`config.mk`:
```
export PLATFORM = sky130hd
export DESIGN_NAME = lmd_ref_monitor
export DESIGN_NICKNAME = d
export VERILOG_FILES = /design/src/include/lmd_pkg.sv /design/src/hw/lmd_hyst_det.sv /design/src/hw/lmd_ref_monitor.sv
export SDC_FILE = /design/constraint.sdc
export NUM_CORES = 2
export LEC_CHECK = 0
export BUFFER_PORTS_ARGS = -buffer_cell sky130_fd_sc_hd__clkbuf_2
export CAP_MARGIN = 20
export CORE_UTILIZATION = 40
export CTS_BUF_LIST = sky130_fd_sc_hd__clkbuf_4
export DETAILED_ROUTE_END_ITERATION = 6
export SLEW_MARGIN = 30
export SYNTH_ARGS = -nofsm -noshare
export SYNTH_HDL_FRONTEND = slang
export SYNTH_SLANG_ARGS = --single-unit
```
`constraint.sdc`:
```
create_clock -name clk -period 19 [get_ports clk]
set_input_delay 1.9 -clock clk [delete_from_list [all_inputs] [get_ports clk]]
set_output_delay 1.9 -clock clk [all_outputs]
set_load 0.01 [all_outputs]
```
`src/include/lmd_pkg.sv`:
```
/*
  Shared constants for the reference clock monitor and lock detector.
  Assumes a 100 MHz system clock derived from the oscillator input.
*/
package lmd_pkg;
  localparam int N_REF = 2;
  localparam int N_DPLL = 3;
  localparam int N_APLL = 2;
  localparam int N_PIN = 2;
  localparam int CNT_W = 24;
  localparam int AVG_W = 3;
  localparam int ACC_W = CNT_W + 8;
  localparam int SEL_W = 4;
  localparam int N_SRC = 16;

  localparam int CLK_PERIOD_NS = 10;
  // Oscillator band check: edges of the oscillator divided by a prescaler, counted over a gate
  localparam int OSC_GATE_NS = 10000;
  localparam int OSC_GATE_CYC = OSC_GATE_NS / CLK_PERIOD_NS;
  localparam int OSC_PRESCALE = 16;
  localparam int OSC_MIN_HZ = 9000000;
  localparam int OSC_MAX_HZ = 160000000;
  localparam int GATES_PER_S = 1000000000 / OSC_GATE_NS;
  localparam int OSC_MIN_CNT = (OSC_MIN_HZ / OSC_PRESCALE) / GATES_PER_S;
  localparam int OSC_MAX_CNT = (OSC_MAX_HZ / OSC_PRESCALE) / GATES_PER_S;
  localparam logic [15:0] OSC_GATE_LAST = 16'(OSC_GATE_CYC - 1);
  localparam logic [15:0] OSC_MIN = 16'(OSC_MIN_CNT);
  localparam logic [15:0] OSC_MAX = 16'(OSC_MAX_CNT);

  // Values after reset
  localparam logic RST_OSC_LOSS = 1'b1;
  localparam logic RST_REF_FLAG = 1'b0;
  localparam logic RST_LOCK_LOSS = 1'b1;
  localparam logic RST_QUAL = 1'b0;
  localparam logic [CNT_W-1:0] RST_CNT = 24'h000000;

  // Status pin source indices
  localparam int SRC_OSC = 0;
  localparam int SRC_REF_FREQ = 1;
  localparam int SRC_REF_WIN = 3;
  localparam int SRC_REF_PV = 5;
  localparam int SRC_DPLL_LOL = 7;
  localparam int SRC_APLL_LOL = 10;
endpackage : lmd_pkg

```
`src/hw/lmd_hyst_det.sv`:
```
/*
  Averaging threshold detector with hysteresis: accumulates 2^avg_log2 magnitude samples
  and sets or clears a flag against two thresholds. Assumes samples arrive as one-cycle strobes.
*/
`timescale 1ns/1ps
module lmd_hyst_det import lmd_pkg::*; #(
  parameter logic FLAG_RST = 1'b0
) (
  input wire logic clk,
  input wire logic rst_n,
  input wire logic enable,
  input wire logic sample,
  input wire logic [CNT_W-1:0] magnitude,
  input wire logic [AVG_W-1:0] avg_log2,
  input wire logic [CNT_W-1:0] clear_thr,
  input wire logic [CNT_W-1:0] set_thr,
  output logic flag
);
  logic [ACC_W-1:0] acc, next_acc;
  logic [7:0] cnt, next_cnt;
  logic next_flag;
  logic [ACC_W-1:0] sum;
  logic [ACC_W-1:0] mean;

  always_comb begin
    sum = acc + ACC_W'(magnitude);
    mean = sum >> avg_log2;
    next_acc = acc;
    next_cnt = cnt;
    next_flag = flag;
    if (!enable) begin
      next_acc = '0;
      next_cnt = '0;
      next_flag = 1'b0;
    end else if (sample) begin
      // Heavier averaging takes more samples per decision, and the shift keeps the mean in the units of the thresholds
      if (cnt == 8'((9'h001 << avg_log2) - 9'h001)) begin
        next_acc = '0;
        next_cnt = '0;
        if (mean < ACC_W'(clear_thr))
          next_flag = 1'b0;
        else if (mean > ACC_W'(set_thr))
          next_flag = 1'b1;
      end else begin
        next_acc = sum;
        next_cnt = cnt + 8'h01;
      end
    end
  end

  always_ff @(posedge clk or negedge rst_n) begin
    if (!rst_n) begin
      acc <= '0;
      cnt <= 8'h00;
      flag <= FLAG_RST;
    end else begin
      acc <= next_acc;
      cnt <= next_cnt;
      flag <= next_flag;
    end
  end
endmodule : lmd_hyst_det

```
`src/hw/lmd_ref_monitor.sv`:
```
/*
  Reference clock monitor and lock detector: oscillator band check, per-reference
  frequency, window and phase-valid monitors, validation timers, PLL lock-loss flags.
  Assumes reference inputs and error strobes are synchronous to clk, and clk is
  derived from the oscillator so period counts are relative to it.
*/
`timescale 1ns/1ps
module lmd_ref_monitor import lmd_pkg::*; (
  input wire logic clk,
  input wire logic rstn,
  input wire logic osc_div_tick,
  input wire logic osc_detect_bypass,
  input wire logic [N_REF-1:0] ref_in,
  input wire logic [N_REF-1:0] freq_mon_en,
  input wire logic [N_REF-1:0] late_en,
  input wire logic [N_REF-1:0] early_en,
  input wire logic [N_REF-1:0] phase_valid_en,
  input wire logic [N_REF-1:0][CNT_W-1:0] nominal_period,
  input wire logic [N_REF-1:0][CNT_W-1:0] late_threshold,
  input wire logic [N_REF-1:0][CNT_W-1:0] early_threshold,
  input wire logic [N_REF-1:0][CNT_W-1:0] jitter_window_threshold,
  input wire logic [N_REF-1:0][AVG_W-1:0] freq_avg_log2,
  input wire logic [N_REF-1:0][CNT_W-1:0] freq_valid_thr,
  input wire logic [N_REF-1:0][CNT_W-1:0] freq_invalid_thr,
  input wire logic [N_REF-1:0] valid_timer_en,
  input wire logic [N_REF-1:0][CNT_W-1:0] valid_timer,
  input wire logic [N_DPLL-1:0] dpll_sel_ref,
  input wire logic [N_DPLL-1:0] zero_delay_sync,
  input wire logic [N_DPLL-1:0] dpll_soft_reset,
  input wire logic [N_DPLL-1:0] dpll_err_strobe,
  input wire logic [N_DPLL-1:0][CNT_W-1:0] dpll_freq_err,
  input wire logic [N_DPLL-1:0][CNT_W-1:0] dpll_phase_err,
  input wire logic [N_DPLL-1:0][AVG_W-1:0] dpll_avg_log2,
  input wire logic [N_DPLL-1:0][CNT_W-1:0] dpll_freq_lock_thr,
  input wire logic [N_DPLL-1:0][CNT_W-1:0] dpll_freq_unlock_thr,
  input wire logic [N_DPLL-1:0][CNT_W-1:0] dpll_phase_lock_thr,
  input wire logic [N_DPLL-1:0][CNT_W-1:0] dpll_phase_unlock_thr,
  input wire logic [N_APLL-1:0] apll_err_strobe,
  input wire logic [N_APLL-1:0][CNT_W-1:0] apll_freq_err,
  input wire logic [N_APLL-1:0][CNT_W-1:0] apll_lock_thr,
  input wire logic [N_APLL-1:0][CNT_W-1:0] apll_unlock_thr,
  input wire logic [N_PIN-1:0][SEL_W-1:0] status_pin_sel,
  output logic osc_freq_loss_flag,
  output logic osc_valid,
  output logic [N_REF-1:0] ref_freq_error_flag,
  output logic [N_REF-1:0] ref_window_flag,
  output logic [N_REF-1:0] ref_phase_valid_flag,
  output logic [N_REF-1:0] ref_qualified,
  output logic [N_DPLL-1:0] sel_freq_error,
  output logic [N_DPLL-1:0] sel_window,
  output logic [N_DPLL-1:0] sel_phase_valid,
  output logic [N_DPLL-1:0] freq_lock_loss_flag,
  output logic [N_DPLL-1:0] phase_lock_loss_flag,
  output logic [N_DPLL-1:0] lock_loss_status,
  output logic [N_APLL-1:0] apll_lock_loss_status,
  output logic [N_DPLL-1:0] hitless_pps_ok,
  output logic [N_PIN-1:0] status_pin
);
  logic rst_sync1, rst_n;

  always_ff @(posedge clk or negedge rstn) begin
    if (!rstn) begin
      rst_sync1 <= 1'b0;
      rst_n <= 1'b0;
    end else begin
      rst_sync1 <= 1'b1;
      rst_n <= rst_sync1;
    end
  end

  // Oscillator band check
  logic [15:0] osc_gate, next_osc_gate;
  logic [15:0] osc_edges, next_osc_edges;
  logic next_osc_loss, next_osc_valid;

  always_comb begin
    next_osc_gate = osc_gate + 16'h0001;
    next_osc_edges = osc_edges + (osc_div_tick ? 16'h0001 : 16'h0000);
    next_osc_loss = osc_freq_loss_flag;
    if (osc_gate == OSC_GATE_LAST) begin
      next_osc_gate = 16'h0000;
      next_osc_edges = 16'h0000;
      next_osc_loss = (osc_edges < OSC_MIN) || (osc_edges > OSC_MAX);
    end
    // Bypass only affects what the PLL control sees; the flag keeps the detector result
    next_osc_valid = osc_detect_bypass | ~next_osc_loss;
  end

  always_ff @(posedge clk or negedge rst_n) begin
    if (!rst_n) begin
      osc_gate <= 16'h0000;
      osc_edges <= 16'h0000;
      osc_freq_loss_flag <= RST_OSC_LOSS;
      osc_valid <= 1'b0;
    end else begin
      osc_gate <= next_osc_gate;
      osc_edges <= next_osc_edges;
      osc_freq_loss_flag <= next_osc_loss;
      osc_valid <= next_osc_valid;
    end
  end

  // Per-reference monitors
  genvar r;
  generate
    for (r = 0; r < N_REF; r++) begin : g_ref
      logic ref_q, edge_seen;
      logic [CNT_W-1:0] per_cnt, next_per_cnt;
      logic [CNT_W-1:0] vt_cnt, next_vt_cnt;
      logic late_flag, next_late, early_flag, next_early, next_pv, next_qual;
      logic [CNT_W:0] period, win_late, win_early, win_pv;
      logic [CNT_W-1:0] freq_mag;
      logic any_flag;

      always_comb begin
        edge_seen = ref_in[r] & ~ref_q;
        period = {1'b0, per_cnt} + {{CNT_W{1'b0}}, 1'b1};
        win_late = {1'b0, nominal_period[r]} + {1'b0, late_threshold[r]};
        win_early = {1'b0, nominal_period[r]} - {1'b0, early_threshold[r]};
        win_pv = {1'b0, nominal_period[r]} + {1'b0, jitter_window_threshold[r]};
        freq_mag = (period > {1'b0, nominal_period[r]}) ? CNT_W'(period - {1'b0, nominal_period[r]})
                                                        : CNT_W'({1'b0, nominal_period[r]} - period);
        // Saturate so a dead input keeps its late flags set
        next_per_cnt = edge_seen ? RST_CNT : ((&per_cnt) ? per_cnt : per_cnt + 24'h000001);
        // A gap up to one period passes if the late window covers it
        next_late = late_flag;
        if (!late_en[r])
          next_late = 1'b0;
        else if (edge_seen)
          next_late = period > win_late;
        else if (period > win_late)
          next_late = 1'b1;
        next_early = early_flag;
        if (!(early_en[r] & late_en[r]))
          next_early = 1'b0;
        else if (edge_seen)
          next_early = period < win_early;
        next_pv = ref_phase_valid_flag[r];
        if (!phase_valid_en[r])
          next_pv = 1'b0;
        else if (edge_seen)
          next_pv = period > win_pv;
        else if (period > win_pv)
          next_pv = 1'b1;
        // Disabled monitors hold their flags low, so they drop out of this term
        any_flag = ref_freq_error_flag[r] | next_late | next_early | next_pv;
        next_vt_cnt = vt_cnt;
        next_qual = ref_qualified[r];
        if (any_flag) begin
          next_vt_cnt = RST_CNT;
          next_qual = 1'b0;
        end else if (!valid_timer_en[r]) begin
          next_qual = 1'b1;
        end else if (vt_cnt >= valid_timer[r]) begin
          next_qual = 1'b1;
        end else begin
          next_vt_cnt = vt_cnt + 24'h000001;
        end
      end

      always_ff @(posedge clk or negedge rst_n) begin
        if (!rst_n) begin
          ref_q <= 1'b0;
          per_cnt <= RST_CNT;
          vt_cnt <= RST_CNT;
          late_flag <= RST_REF_FLAG;
          early_flag <= RST_REF_FLAG;
          ref_window_flag[r] <= RST_REF_FLAG;
          ref_phase_valid_flag[r] <= RST_REF_FLAG;
          ref_qualified[r] <= RST_QUAL;
        end else begin
          ref_q <= ref_in[r];
          per_cnt <= next_per_cnt;
          vt_cnt <= next_vt_cnt;
          late_flag <= next_late;
          early_flag <= next_early;
          ref_window_flag[r] <= next_late | next_early;
          ref_phase_valid_flag[r] <= next_pv;
          ref_qualified[r] <= next_qual;
        end
      end

      // Period error per edge, averaged; relies on software never enabling it with phase-valid
      lmd_hyst_det #(.FLAG_RST(RST_REF_FLAG)) u_freq (
        .clk(clk),
        .rst_n(rst_n),
        .enable(freq_mon_en[r]),
        .sample(edge_seen),
        .magnitude(freq_mag),
        .avg_log2(freq_avg_log2[r]),
        .clear_thr(freq_valid_thr[r]),
        .set_thr(freq_invalid_thr[r]),
        .flag(ref_freq_error_flag[r])
      );
    end
  endgenerate

  // PLL lock detectors
  genvar d;
  generate
    for (d = 0; d < N_DPLL; d++) begin : g_dpll
      logic locked_once, next_locked_once, next_lol;

      lmd_hyst_det #(.FLAG_RST(RST_LOCK_LOSS)) u_flock (
        .clk(clk),
        .rst_n(rst_n),
        .enable(1'b1),
        .sample(dpll_err_strobe[d]),
        .magnitude(dpll_freq_err[d]),
        .avg_log2(dpll_avg_log2[d]),
        .clear_thr(dpll_freq_lock_thr[d]),
        .set_thr(dpll_freq_unlock_thr[d]),
        .flag(freq_lock_loss_flag[d])
      );

      lmd_hyst_det #(.FLAG_RST(RST_LOCK_LOSS)) u_plock (
        .clk(clk),
        .rst_n(rst_n),
        .enable(1'b1),
        .sample(dpll_err_strobe[d]),
        .magnitude(dpll_phase_err[d]),
        .avg_log2(3'h0),
        .clear_thr(dpll_phase_lock_thr[d]),
        .set_thr(dpll_phase_unlock_thr[d]),
        .flag(phase_lock_loss_flag[d])
      );

      // Only the first lock after reset arms hitless 1-PPS switching; soft reset re-arms acquisition
      always_comb begin
        next_lol = freq_lock_loss_flag[d] | phase_lock_loss_flag[d];
        next_locked_once = dpll_soft_reset[d] ? 1'b0 : (locked_once | ~next_lol);
      end

      always_ff @(posedge clk or negedge rst_n) begin
        if (!rst_n) begin
          locked_once <= 1'b0;
          lock_loss_status[d] <= RST_LOCK_LOSS;
          hitless_pps_ok[d] <= 1'b0;
          sel_freq_error[d] <= RST_REF_FLAG;
          sel_window[d] <= RST_REF_FLAG;
          sel_phase_valid[d] <= RST_REF_FLAG;
        end else begin
          locked_once <= next_locked_once;
          lock_loss_status[d] <= next_lol;
          hitless_pps_ok[d] <= next_locked_once & ~zero_delay_sync[d];
          sel_freq_error[d] <= ref_freq_error_flag[dpll_sel_ref[d]];
          sel_window[d] <= ref_window_flag[dpll_sel_ref[d]];
          sel_phase_valid[d] <= ref_phase_valid_flag[dpll_sel_ref[d]];
        end
      end
    end

    for (d = 0; d < N_APLL; d++) begin : g_apll
      // Analog PLLs carry frequency lock only
      lmd_hyst_det #(.FLAG_RST(RST_LOCK_LOSS)) u_alock (
        .clk(clk),
        .rst_n(rst_n),
        .enable(1'b1),
        .sample(apll_err_strobe[d]),
        .magnitude(apll_freq_err[d]),
        .avg_log2(3'h0),
        .clear_thr(apll_lock_thr[d]),
        .set_thr(apll_unlock_thr[d]),
        .flag(apll_lock_loss_status[d])
      );
    end
  endgenerate

  // Status pins: any flag of any reference, selected or not
  logic [N_SRC-1:0] pin_src;
  logic [N_PIN-1:0] next_pin;

  always_comb begin
    pin_src = '0;
    pin_src[SRC_OSC] = osc_freq_loss_flag;
    pin_src[SRC_REF_FREQ +: N_REF] = ref_freq_error_flag;
    pin_src[SRC_REF_WIN +: N_REF] = ref_window_flag;
    pin_src[SRC_REF_PV +: N_REF] = ref_phase_valid_flag;
    pin_src[SRC_DPLL_LOL +: N_DPLL] = lock_loss_status;
    pin_src[SRC_APLL_LOL +: N_APLL] = apll_lock_loss_status;
    for (int p = 0; p < N_PIN; p++)
      next_pin[p] = pin_src[status_pin_sel[p]];
  end

  always_ff @(posedge clk or negedge rst_n) begin
    if (!rst_n)
      status_pin <= '0;
    else
      status_pin <= next_pin;
  end
endmodule : lmd_ref_monitor

```
Word level (Yosys, flattened, before mapping)

Cells that the tools add are included.

Bitwise gates (word level): 31
Reductions and logical operators: 30
Shift operators: 10
Magnitude comparators: 37
Add/sub/neg operators: 43
Equality and inequality tests: 18
Muxes and demuxes: 117

Operator list:

| cell                    | count |
|---|---|
| $mux W32                | 14 |
| $add A32 B24 Y32        | 10 |
| $gt A32 B24 Y1          | 10 |
| $lt A32 B24 Y1          | 10 |
| $mux W24                | 12 |
| $shr A32 B3 Y32         | 5 |
| $mux W8                 | 14 |
| $add A24 B24 Y25        | 4 |
| $gt A25 B25 Y1          | 4 |
| $add A24 B1 Y24 const B | 4 |
| $sub A24 B24 Y24        | 4 |
| $add A8 B1 Y8 const B   | 10 |
| $mux W1                 | 73 |
| $add A24 B1 Y25 const B | 2 |
| $gt A25 B24 Y1          | 2 |
| $lt A25 B25 Y1          | 2 |
| $sub A24 B24 Y25        | 2 |
| $ge A24 B24 Y1          | 2 |
| $reduce_and A24 Y1      | 2 |
| $eq A8 B8 Y1            | 5 |
| $logic_not A8 Y1        | 5 |
| $shl A1 B3 Y8 const A   | 5 |
| $sub A8 B1 Y8 const B   | 5 |
| $mux W16                | 2 |
| other kinds (18)        | 78 |

Bits of input ports: 965
Word-level logic and storage cells: 357
Output and inout bits: 35
Flip-flop bits (word level): 574

Longest topological paths before layout

Depth in word-level cells: 11
Depth in mapped cells: 49
Depth with buffers taken out: 46

Modules after synthesis

From an unflattened synthesis, not the netlist that was laid out.

Cells, all modules: 10126
Area, all modules: 80697.4 um^2

Modules (own cells, without submodules):

| module                                | instances | sequential area each (um^2) | cells each | area each (um^2) |
|---|---|---|---|---|
| lmd_ref_monitor                       | 1         | 4108.9                      | 2863       | 23079.6 |
| lmd_hyst_det at g_apll[0].u_alock ... | 4         | 1027.2                      | 714        | 5517.8 |
| lmd_hyst_det at g_dpll[0].u_plock ... | 2         | 1027.2                      | 759        | 6112.1 |
| lmd_hyst_det at g_ref[0].u_freq ...   | 2         | 1026.0                      | 759        | 6110.9 |
| lmd_hyst_det at g_dpll[1].u_plock     | 1         | 1027.2                      | 702        | 5586.6 |
| lmd_hyst_det at g_dpll[0].u_flock     | 1         | 1027.2                      | 669        | 5514.0 |

Worst setup path after synthesis

OpenSTA, ideal clock, no wires.

Path kind: in2reg
From: in nominal_period[34] in the netlist's numbering
To: reg g_ref[1].u_freq.flag
Path slack: 9.716 ns
Setup time: 0.129 ns
Required time: 18.871 ns
Buffers on the path: 3
Arrival time: 9.155 ns
Cell stages on the path: 41
Cell sequence: inv_1 > ha_1 > clkbuf_1 > a21o_1 > a21oi_1 > nor3b_1 > a311oi_1 > o21ai_1 > a31oi_1 > or4_1 > a21oi_1 > buf_2 > mux2i_1 > xor2_1 > ha_1 > clkbuf_1 > a21oi_1 > o21ai_0 > (+5 left out) > a21o_1 > a21o_1 > xor2_1 > mux4_2 > mux2_2 > ha_1 > a21o_1 > a21oi_1 > nor2b_1 > o21ai_0 > nand2b_1 > a21oi_1 > nor2b_1 > o21ai_0 > o211ai_1 > a41oi_1 > a21oi_1 > a2111o_1

Word-level cells in the longest chain between the ends: 9
Elaborated cells on any way between the ends: 14
Classes of those cells: 3 x add/sub; 3 x order compare; 1 x eq/ne; 1 x shift; 5 x mux; 1 x reduce/logical

RTL lines:

| element                                  | line                   | RTL |
|---|---|---|
| start, declared                          | lmd_ref_monitor.sv:18  | `input wire logic [N_REF-1:0][CNT_W-1:0] nominal_period,` |
| $sub A24 B24 Y24 (tied with other cells) | lmd_ref_monitor.sv:122 | `: CNT_W'({1'b0, nominal_period[r]} - period);` |
| $mux W24 (*)                             | lmd_ref_monitor.sv:121 | `freq_mag = (period > {1'b0, nominal_period[r]}) ? CNT_W'(period - {1'b0, nominal_period[r]})` |
| $add A32 B24 Y32 (*)                     | lmd_hyst_det.sv:26     | `sum = acc + ACC_W'(magnitude);` |
| $shr A32 B3 Y32 (*)                      | lmd_hyst_det.sv:27     | `mean = sum >> avg_log2;` |
| $lt A32 B24 Y1                           | lmd_hyst_det.sv:40     | `if (mean < ACC_W'(clear_thr))` |
| $mux W1                                  | lmd_hyst_det.sv:40     |  |
| $mux W1                                  | lmd_hyst_det.sv:37     | `if (cnt == 8'((9'h001 << avg_log2) - 9'h001)) begin` |
| $mux W1                                  | lmd_hyst_det.sv:35     | `end else if (sample) begin` |
| $mux W1                                  | lmd_hyst_det.sv:31     | `if (!enable) begin` |
| end signal, assigned                     | lmd_hyst_det.sv:59     | `flag <= next_flag;` |
| end, declared                            | lmd_hyst_det.sv:17     | `output logic flag` |

Every way passes the cells marked *; elsewhere a longest branch is shown, timed or not. The select of a mux whose other input is x is not followed.
A chain may end at the register's enable or synchronous reset.

Worst setup path after layout

From: reg g_ref[0].per_cnt[0]
To: reg g_ref[0].u_freq.flag

Word-level cells in the longest chain between the ends: 10
Elaborated cells on any way between the ends: 15
Classes of those cells: 4 x add/sub; 3 x order compare; 1 x eq/ne; 1 x shift; 5 x mux; 1 x reduce/logical

RTL lines:

| element                                  | line                   | RTL |
|---|---|---|
| start, declared                          | lmd_ref_monitor.sv:108 | `logic [CNT_W-1:0] per_cnt, next_per_cnt;` |
| start signal, assigned                   | lmd_ref_monitor.sv:173 | `per_cnt <= next_per_cnt;` |
| $add A24 B1 Y25 (*)                      | lmd_ref_monitor.sv:117 | `period = {1'b0, per_cnt} + {{CNT_W{1'b0}}, 1'b1};` |
| $sub A24 B24 Y24 (tied with other cells) | lmd_ref_monitor.sv:122 |  |
| $mux W24 (*)                             | lmd_ref_monitor.sv:121 |  |
| $add A32 B24 Y32 (*)                     | lmd_hyst_det.sv:26     |  |
| $shr A32 B3 Y32 (*)                      | lmd_hyst_det.sv:27     |  |
| $lt A32 B24 Y1                           | lmd_hyst_det.sv:40     |  |
| $mux W1                                  | lmd_hyst_det.sv:40     |  |
| $mux W1                                  | lmd_hyst_det.sv:37     |  |
| $mux W1                                  | lmd_hyst_det.sv:35     |  |
| $mux W1                                  | lmd_hyst_det.sv:31     |  |
| end signal, assigned                     | lmd_hyst_det.sv:59     |  |
| end, declared                            | lmd_hyst_det.sv:17     |  |

Marked as above.

==> impl_metrics.json <==
{
  "result_of_the_run": "complete, no violations",
  "grt_first_pass_wirelength_mm": 374,
  "routed_via_density": 5.57,
  "postSynth.asyncResetShare": 1.00,
  "post_synth_instance_area_mm2": 0.0700,
  "initial_utilization": 0.403,
  "seq_power_share": 0.184,
  "tns_ps": 0,
  "numCtsBuffers": 180,
  "yosysMostFrequentCell": "ha_1",
  "starting_drt_drc_count": 4134,
  "ys.warnings.count": 0,
  "gp_routability_congestion": 0.983,
  "worstSetupPathType": "reg -> reg",
  "use_met1": 0.337,
  "post_cts_hold_buffer_count": 0,
  "crit_family": "compound AO/OA/AOI/OAI gates",
  "synth.largest_area_cell": "ha_1",
  "via_count_of_the_first_global_routing_pass": 65800,
  "netlist.area_leader.share": 0.210,
  "pwr_density_cell_mw_per_mm2": 131,
  "synth_cells": 8658,
  "coreArea_mm2": 0.174,
  "power.switching_fraction": 0.492,
  "finalHoldWorstSlack_ps": 358,
  "timing_worst_slew_pin_value_ps": 984,
  "final-max-slew-violation-count": 0,
  "fp.dieH_um": 420,
  "clock_insertion_delay_worst_skew_ps": 1270,
  "busiest_layer": "met2",
  "post_cts_resize_count": 0,
  "area_growth_pct": 14.1,
  "finalSetupViolations": 0,
  "detail_route.wirelength_mm": 246,
  "post_synthesis_cell_type_count": 101,
  "static-leakage-power_nw": 42.3,
  "final_min_period_over_clock_period": 0.601,
  "tritoncts": "yes",
  "io_buffer_count": 999,
  "postSynthRegisterBits": 574,
  "ioPinCount": 1000,
  "post_cts_buffers": 0,
  "route.vias.total": 67600,
  "drc": 0,
  "grt_max_degree": 150,
  "path_max_fanout": 15,
  "cap_viol_max_count": 0,
  "gate_power_share": 0.687,
  "grt.met2_usage": 0.459,
  "netlist_top_cells_area": "ha_1 21%, dfrtp_1 20%, inv_1 4.9%",
  "clock-skew-final_ps": 125,
  "avgSynthCellArea_um2": 8.09,
  "final.fill_count": 17600,
  "totalPowerFinal_mw": 10.5,
  "finalHoldViolations": 0,
  "design.final.nets": 11800,
  "fmax_mhz": 87.6,
  "critical_path_required_ps": 20110,
  "grtUsageTotal": 0.270,
  "met3_usage": 0.0419,
  "slew_headroom": 0.344,
  "finalWorstPathRequiredPeriod_ps": 11420,
  "antenna_found_initial": 100,
  "ys_top_cells_by_count": "1,173 x ha_1, 919 x inv_1, 653 x a21oi_1, 652 x nand2_1, 564 x o21ai_0",
  "fp.dieW_um": 420,
  "p_switching_mw": 5.16,
  "power.ir.vdd_worst_v": 0.0000839,
  "grt_overflow": 0,
  "timing.critical_path.to_type": "flip-flop",
  "clock_sink_count": 574,
  "crit_buf_inv": 2,
  "critical-path-max-stage-delay_ps": 700,
  "ys.flop_type": "dfrtp_1",
  "clkPwrFrac": 0.130,
  "yosysSeqAreaShare": 0.205,
  "worstPathArrival_ps": 12530,
  "drive_above_1_share": 0.156,
  "synthesis.nets": 10800,
  "ant_nets": 0,
  "unrepaired_setup_endpoints_after_global_routing": "false",
  "root_buffer": "clkbuf_4",
  "hp-class": "reg -> async",
  "clk_path_buf_depth": 3,
  "cp_slowest_cell": "a21oi_2",
  "setup.worst_path.start_class": "flip-flop",
  "drt-wirelength-per-cell_um": 20.3,
  "p_int_mw": 5.32,
  "cts_htree_levels": 4,
  "placementRows": 153,
  "synth_enable_flop_cells": 0,
  "dr.pass1.iters": 5,
  "dp_hpwl_mm": 202,
  "clk_pin_slew_worst_paths_ps": 70,
  "die-area_mm2": 0.177
}
sequential cells by signal (all words and copies together), names as in the netlist, 3 cells and up:
register             flops
g_dpll.u_plock.cnt      24
osc_gate                16
g_dpll.u_plock.acc      96
sel_freq_error           3
g_dpll.u_plock.flag      3
g_dpll.u_flock.acc      96
sel_phase_valid          3
g_ref.u_freq.acc        64
g_dpll.locked_once       3
hitless_pps_ok           3
g_dpll.u_flock.cnt      24
osc_edges               16
g_ref.vt_cnt            48
g_apll.u_alock.acc      64
g_apll.u_alock.cnt      16
g_dpll.u_flock.flag      3
sel_window               3
g_ref.u_freq.cnt        16
g_ref.per_cnt           48
lock_loss_status         3
cell usage in the layout, fill, tap and decap left out, drive strengths merged, types with 26 or more instances in the layout:
| master | instances |
|---|---|
| clkbuf | 1247 |
| ha | 1173 |
| inv | 926 |
| a21oi | 656 |
| nand2 | 652 |
| o21ai | 570 |
| dfrtp | 562 |
| nor2 | 504 |
| a21o | 381 |
| xnor2 | 313 |
| xor2 | 251 |
| nand3 | 207 |
| nand4 | 196 |
| mux2i | 170 |
| a22o | 137 |
| nor3 | 130 |
| nor2b | 127 |
| o21a | 117 |
| o2bb2ai | 104 |
| nand2b | 98 |
| and3 | 93 |
| o31ai | 87 |
| o21bai | 82 |
| mux2 | 77 |
| a211oi | 77 |
| clkinv | 72 |
| a31oi | 66 |
| diode | 62 |
| or3 | 60 |
| o211ai | 52 |
| buf | 49 |
| and2 | 45 |
| nor4 | 30 |
| or2 | 27 |
| a2111oi | 26 |
cell type report:
| class | instances | area (um2) | area share |
|---|---|---|---|
| antenna | 62 | 155 | 0.00194 |
| timing repair buffer | 1048 | 5410 | 0.0677 |
| tap | 2325 | 2910 | 0.0364 |
| inverter | 933 | 3500 | 0.0438 |
| sequential | 574 | 14400 | 0.180 |
| clock buffer | 248 | 1860 | 0.0233 |
| multi-input combinational | 6878 | 51200 | 0.640 |
| clock inverter | 74 | 533 | 0.00667 |
logic make-up (layout without fill, tap and decap cells):
| group | count (synthesis) | after routing | share of synthesized area |
|---|---|---|---|
| adder cells (fa/ha/maj) | 1193 | 1193 | 0.215 |
| XOR/XNOR | 564 | 564 | 0.0705 |
| buffers and inverters | 1206 | 2303 | 0.0654 |
| flip-flops | 574 | 574 | 0.205 |
| AND/OR/NAND/NOR | 2258 | 2258 | 0.157 |
| multiplexers | 263 | 263 | 0.0418 |
| AO/OA/AOI/OAI | 2599 | 2599 | 0.244 |
| other | 1 | 63 | 0.0000535 |
final timing paths:
kind	slack (ps)	startpoint	depth (start not counted)	to
setup / recovery	7580	g_ref[0].per_cnt[0]$_DFFE_PN0P_	41	g_ref[0].u_freq.flag$_DFFE_PN0P_
hold / removal	360	rst_n$_DFF_PN0_	0	g_dpll[0].u_flock.cnt[5]$_DFFE_PN0P_
setup reg to reg	7580	g_ref[0].per_cnt[0]$_DFFE_PN0P_	41	g_ref[0].u_freq.flag$_DFFE_PN0P_
hold reg to reg	360	rst_n$_DFF_PN0_	0	g_dpll[0].u_flock.cnt[5]$_DFFE_PN0P_
max in group asynchronous	15930	rst_n$_DFF_PN0_	3	ref_qualified[1]$_DFFE_PN0P_
min in group clk	360	rst_sync1$_DFF_PN0_	0	rst_n$_DFF_PN0_
layer usage:
metal	up-vias	wire, um
met3	474	12600
met5	-	185
met1	32000	105000
met2	1817	118000
li1	33300	-
met4	28	10100
stage by stage:
| step | std cells | cell area (um2) | setup slack, ps | util |
|---|---|---|---|---|
| 3_3_place_gp | 11800 | 77300 | 7660 | 0.445 |
| 2_1_floorplan | 8658 | 70000 | 1840 | - |
| 4_1_cts | 12100 | 79700 | 7770 | 0.459 |
| 3_5_place_dp | 11800 | 77300 | 7570 | 0.445 |
| 5_1_grt | 12100 | 79900 | 6750 | 0.460 |
| 6_report | 12100 | 79900 | 7580 | 0.460 |
power groups by stage:
stage	clock network, mW	registers [mW]	logic, mW
2_1_floorplan	0	1.83	5.31
3_3_place_gp	0	1.93	6.97
3_5_place_dp	0	1.93	7.10
4_1_cts	1.41	1.92	7.16
5_1_grt	1.47	1.97	8.08
6_report	1.36	1.92	7.20
No activity file was read; power rests on OpenSTA's default activity.
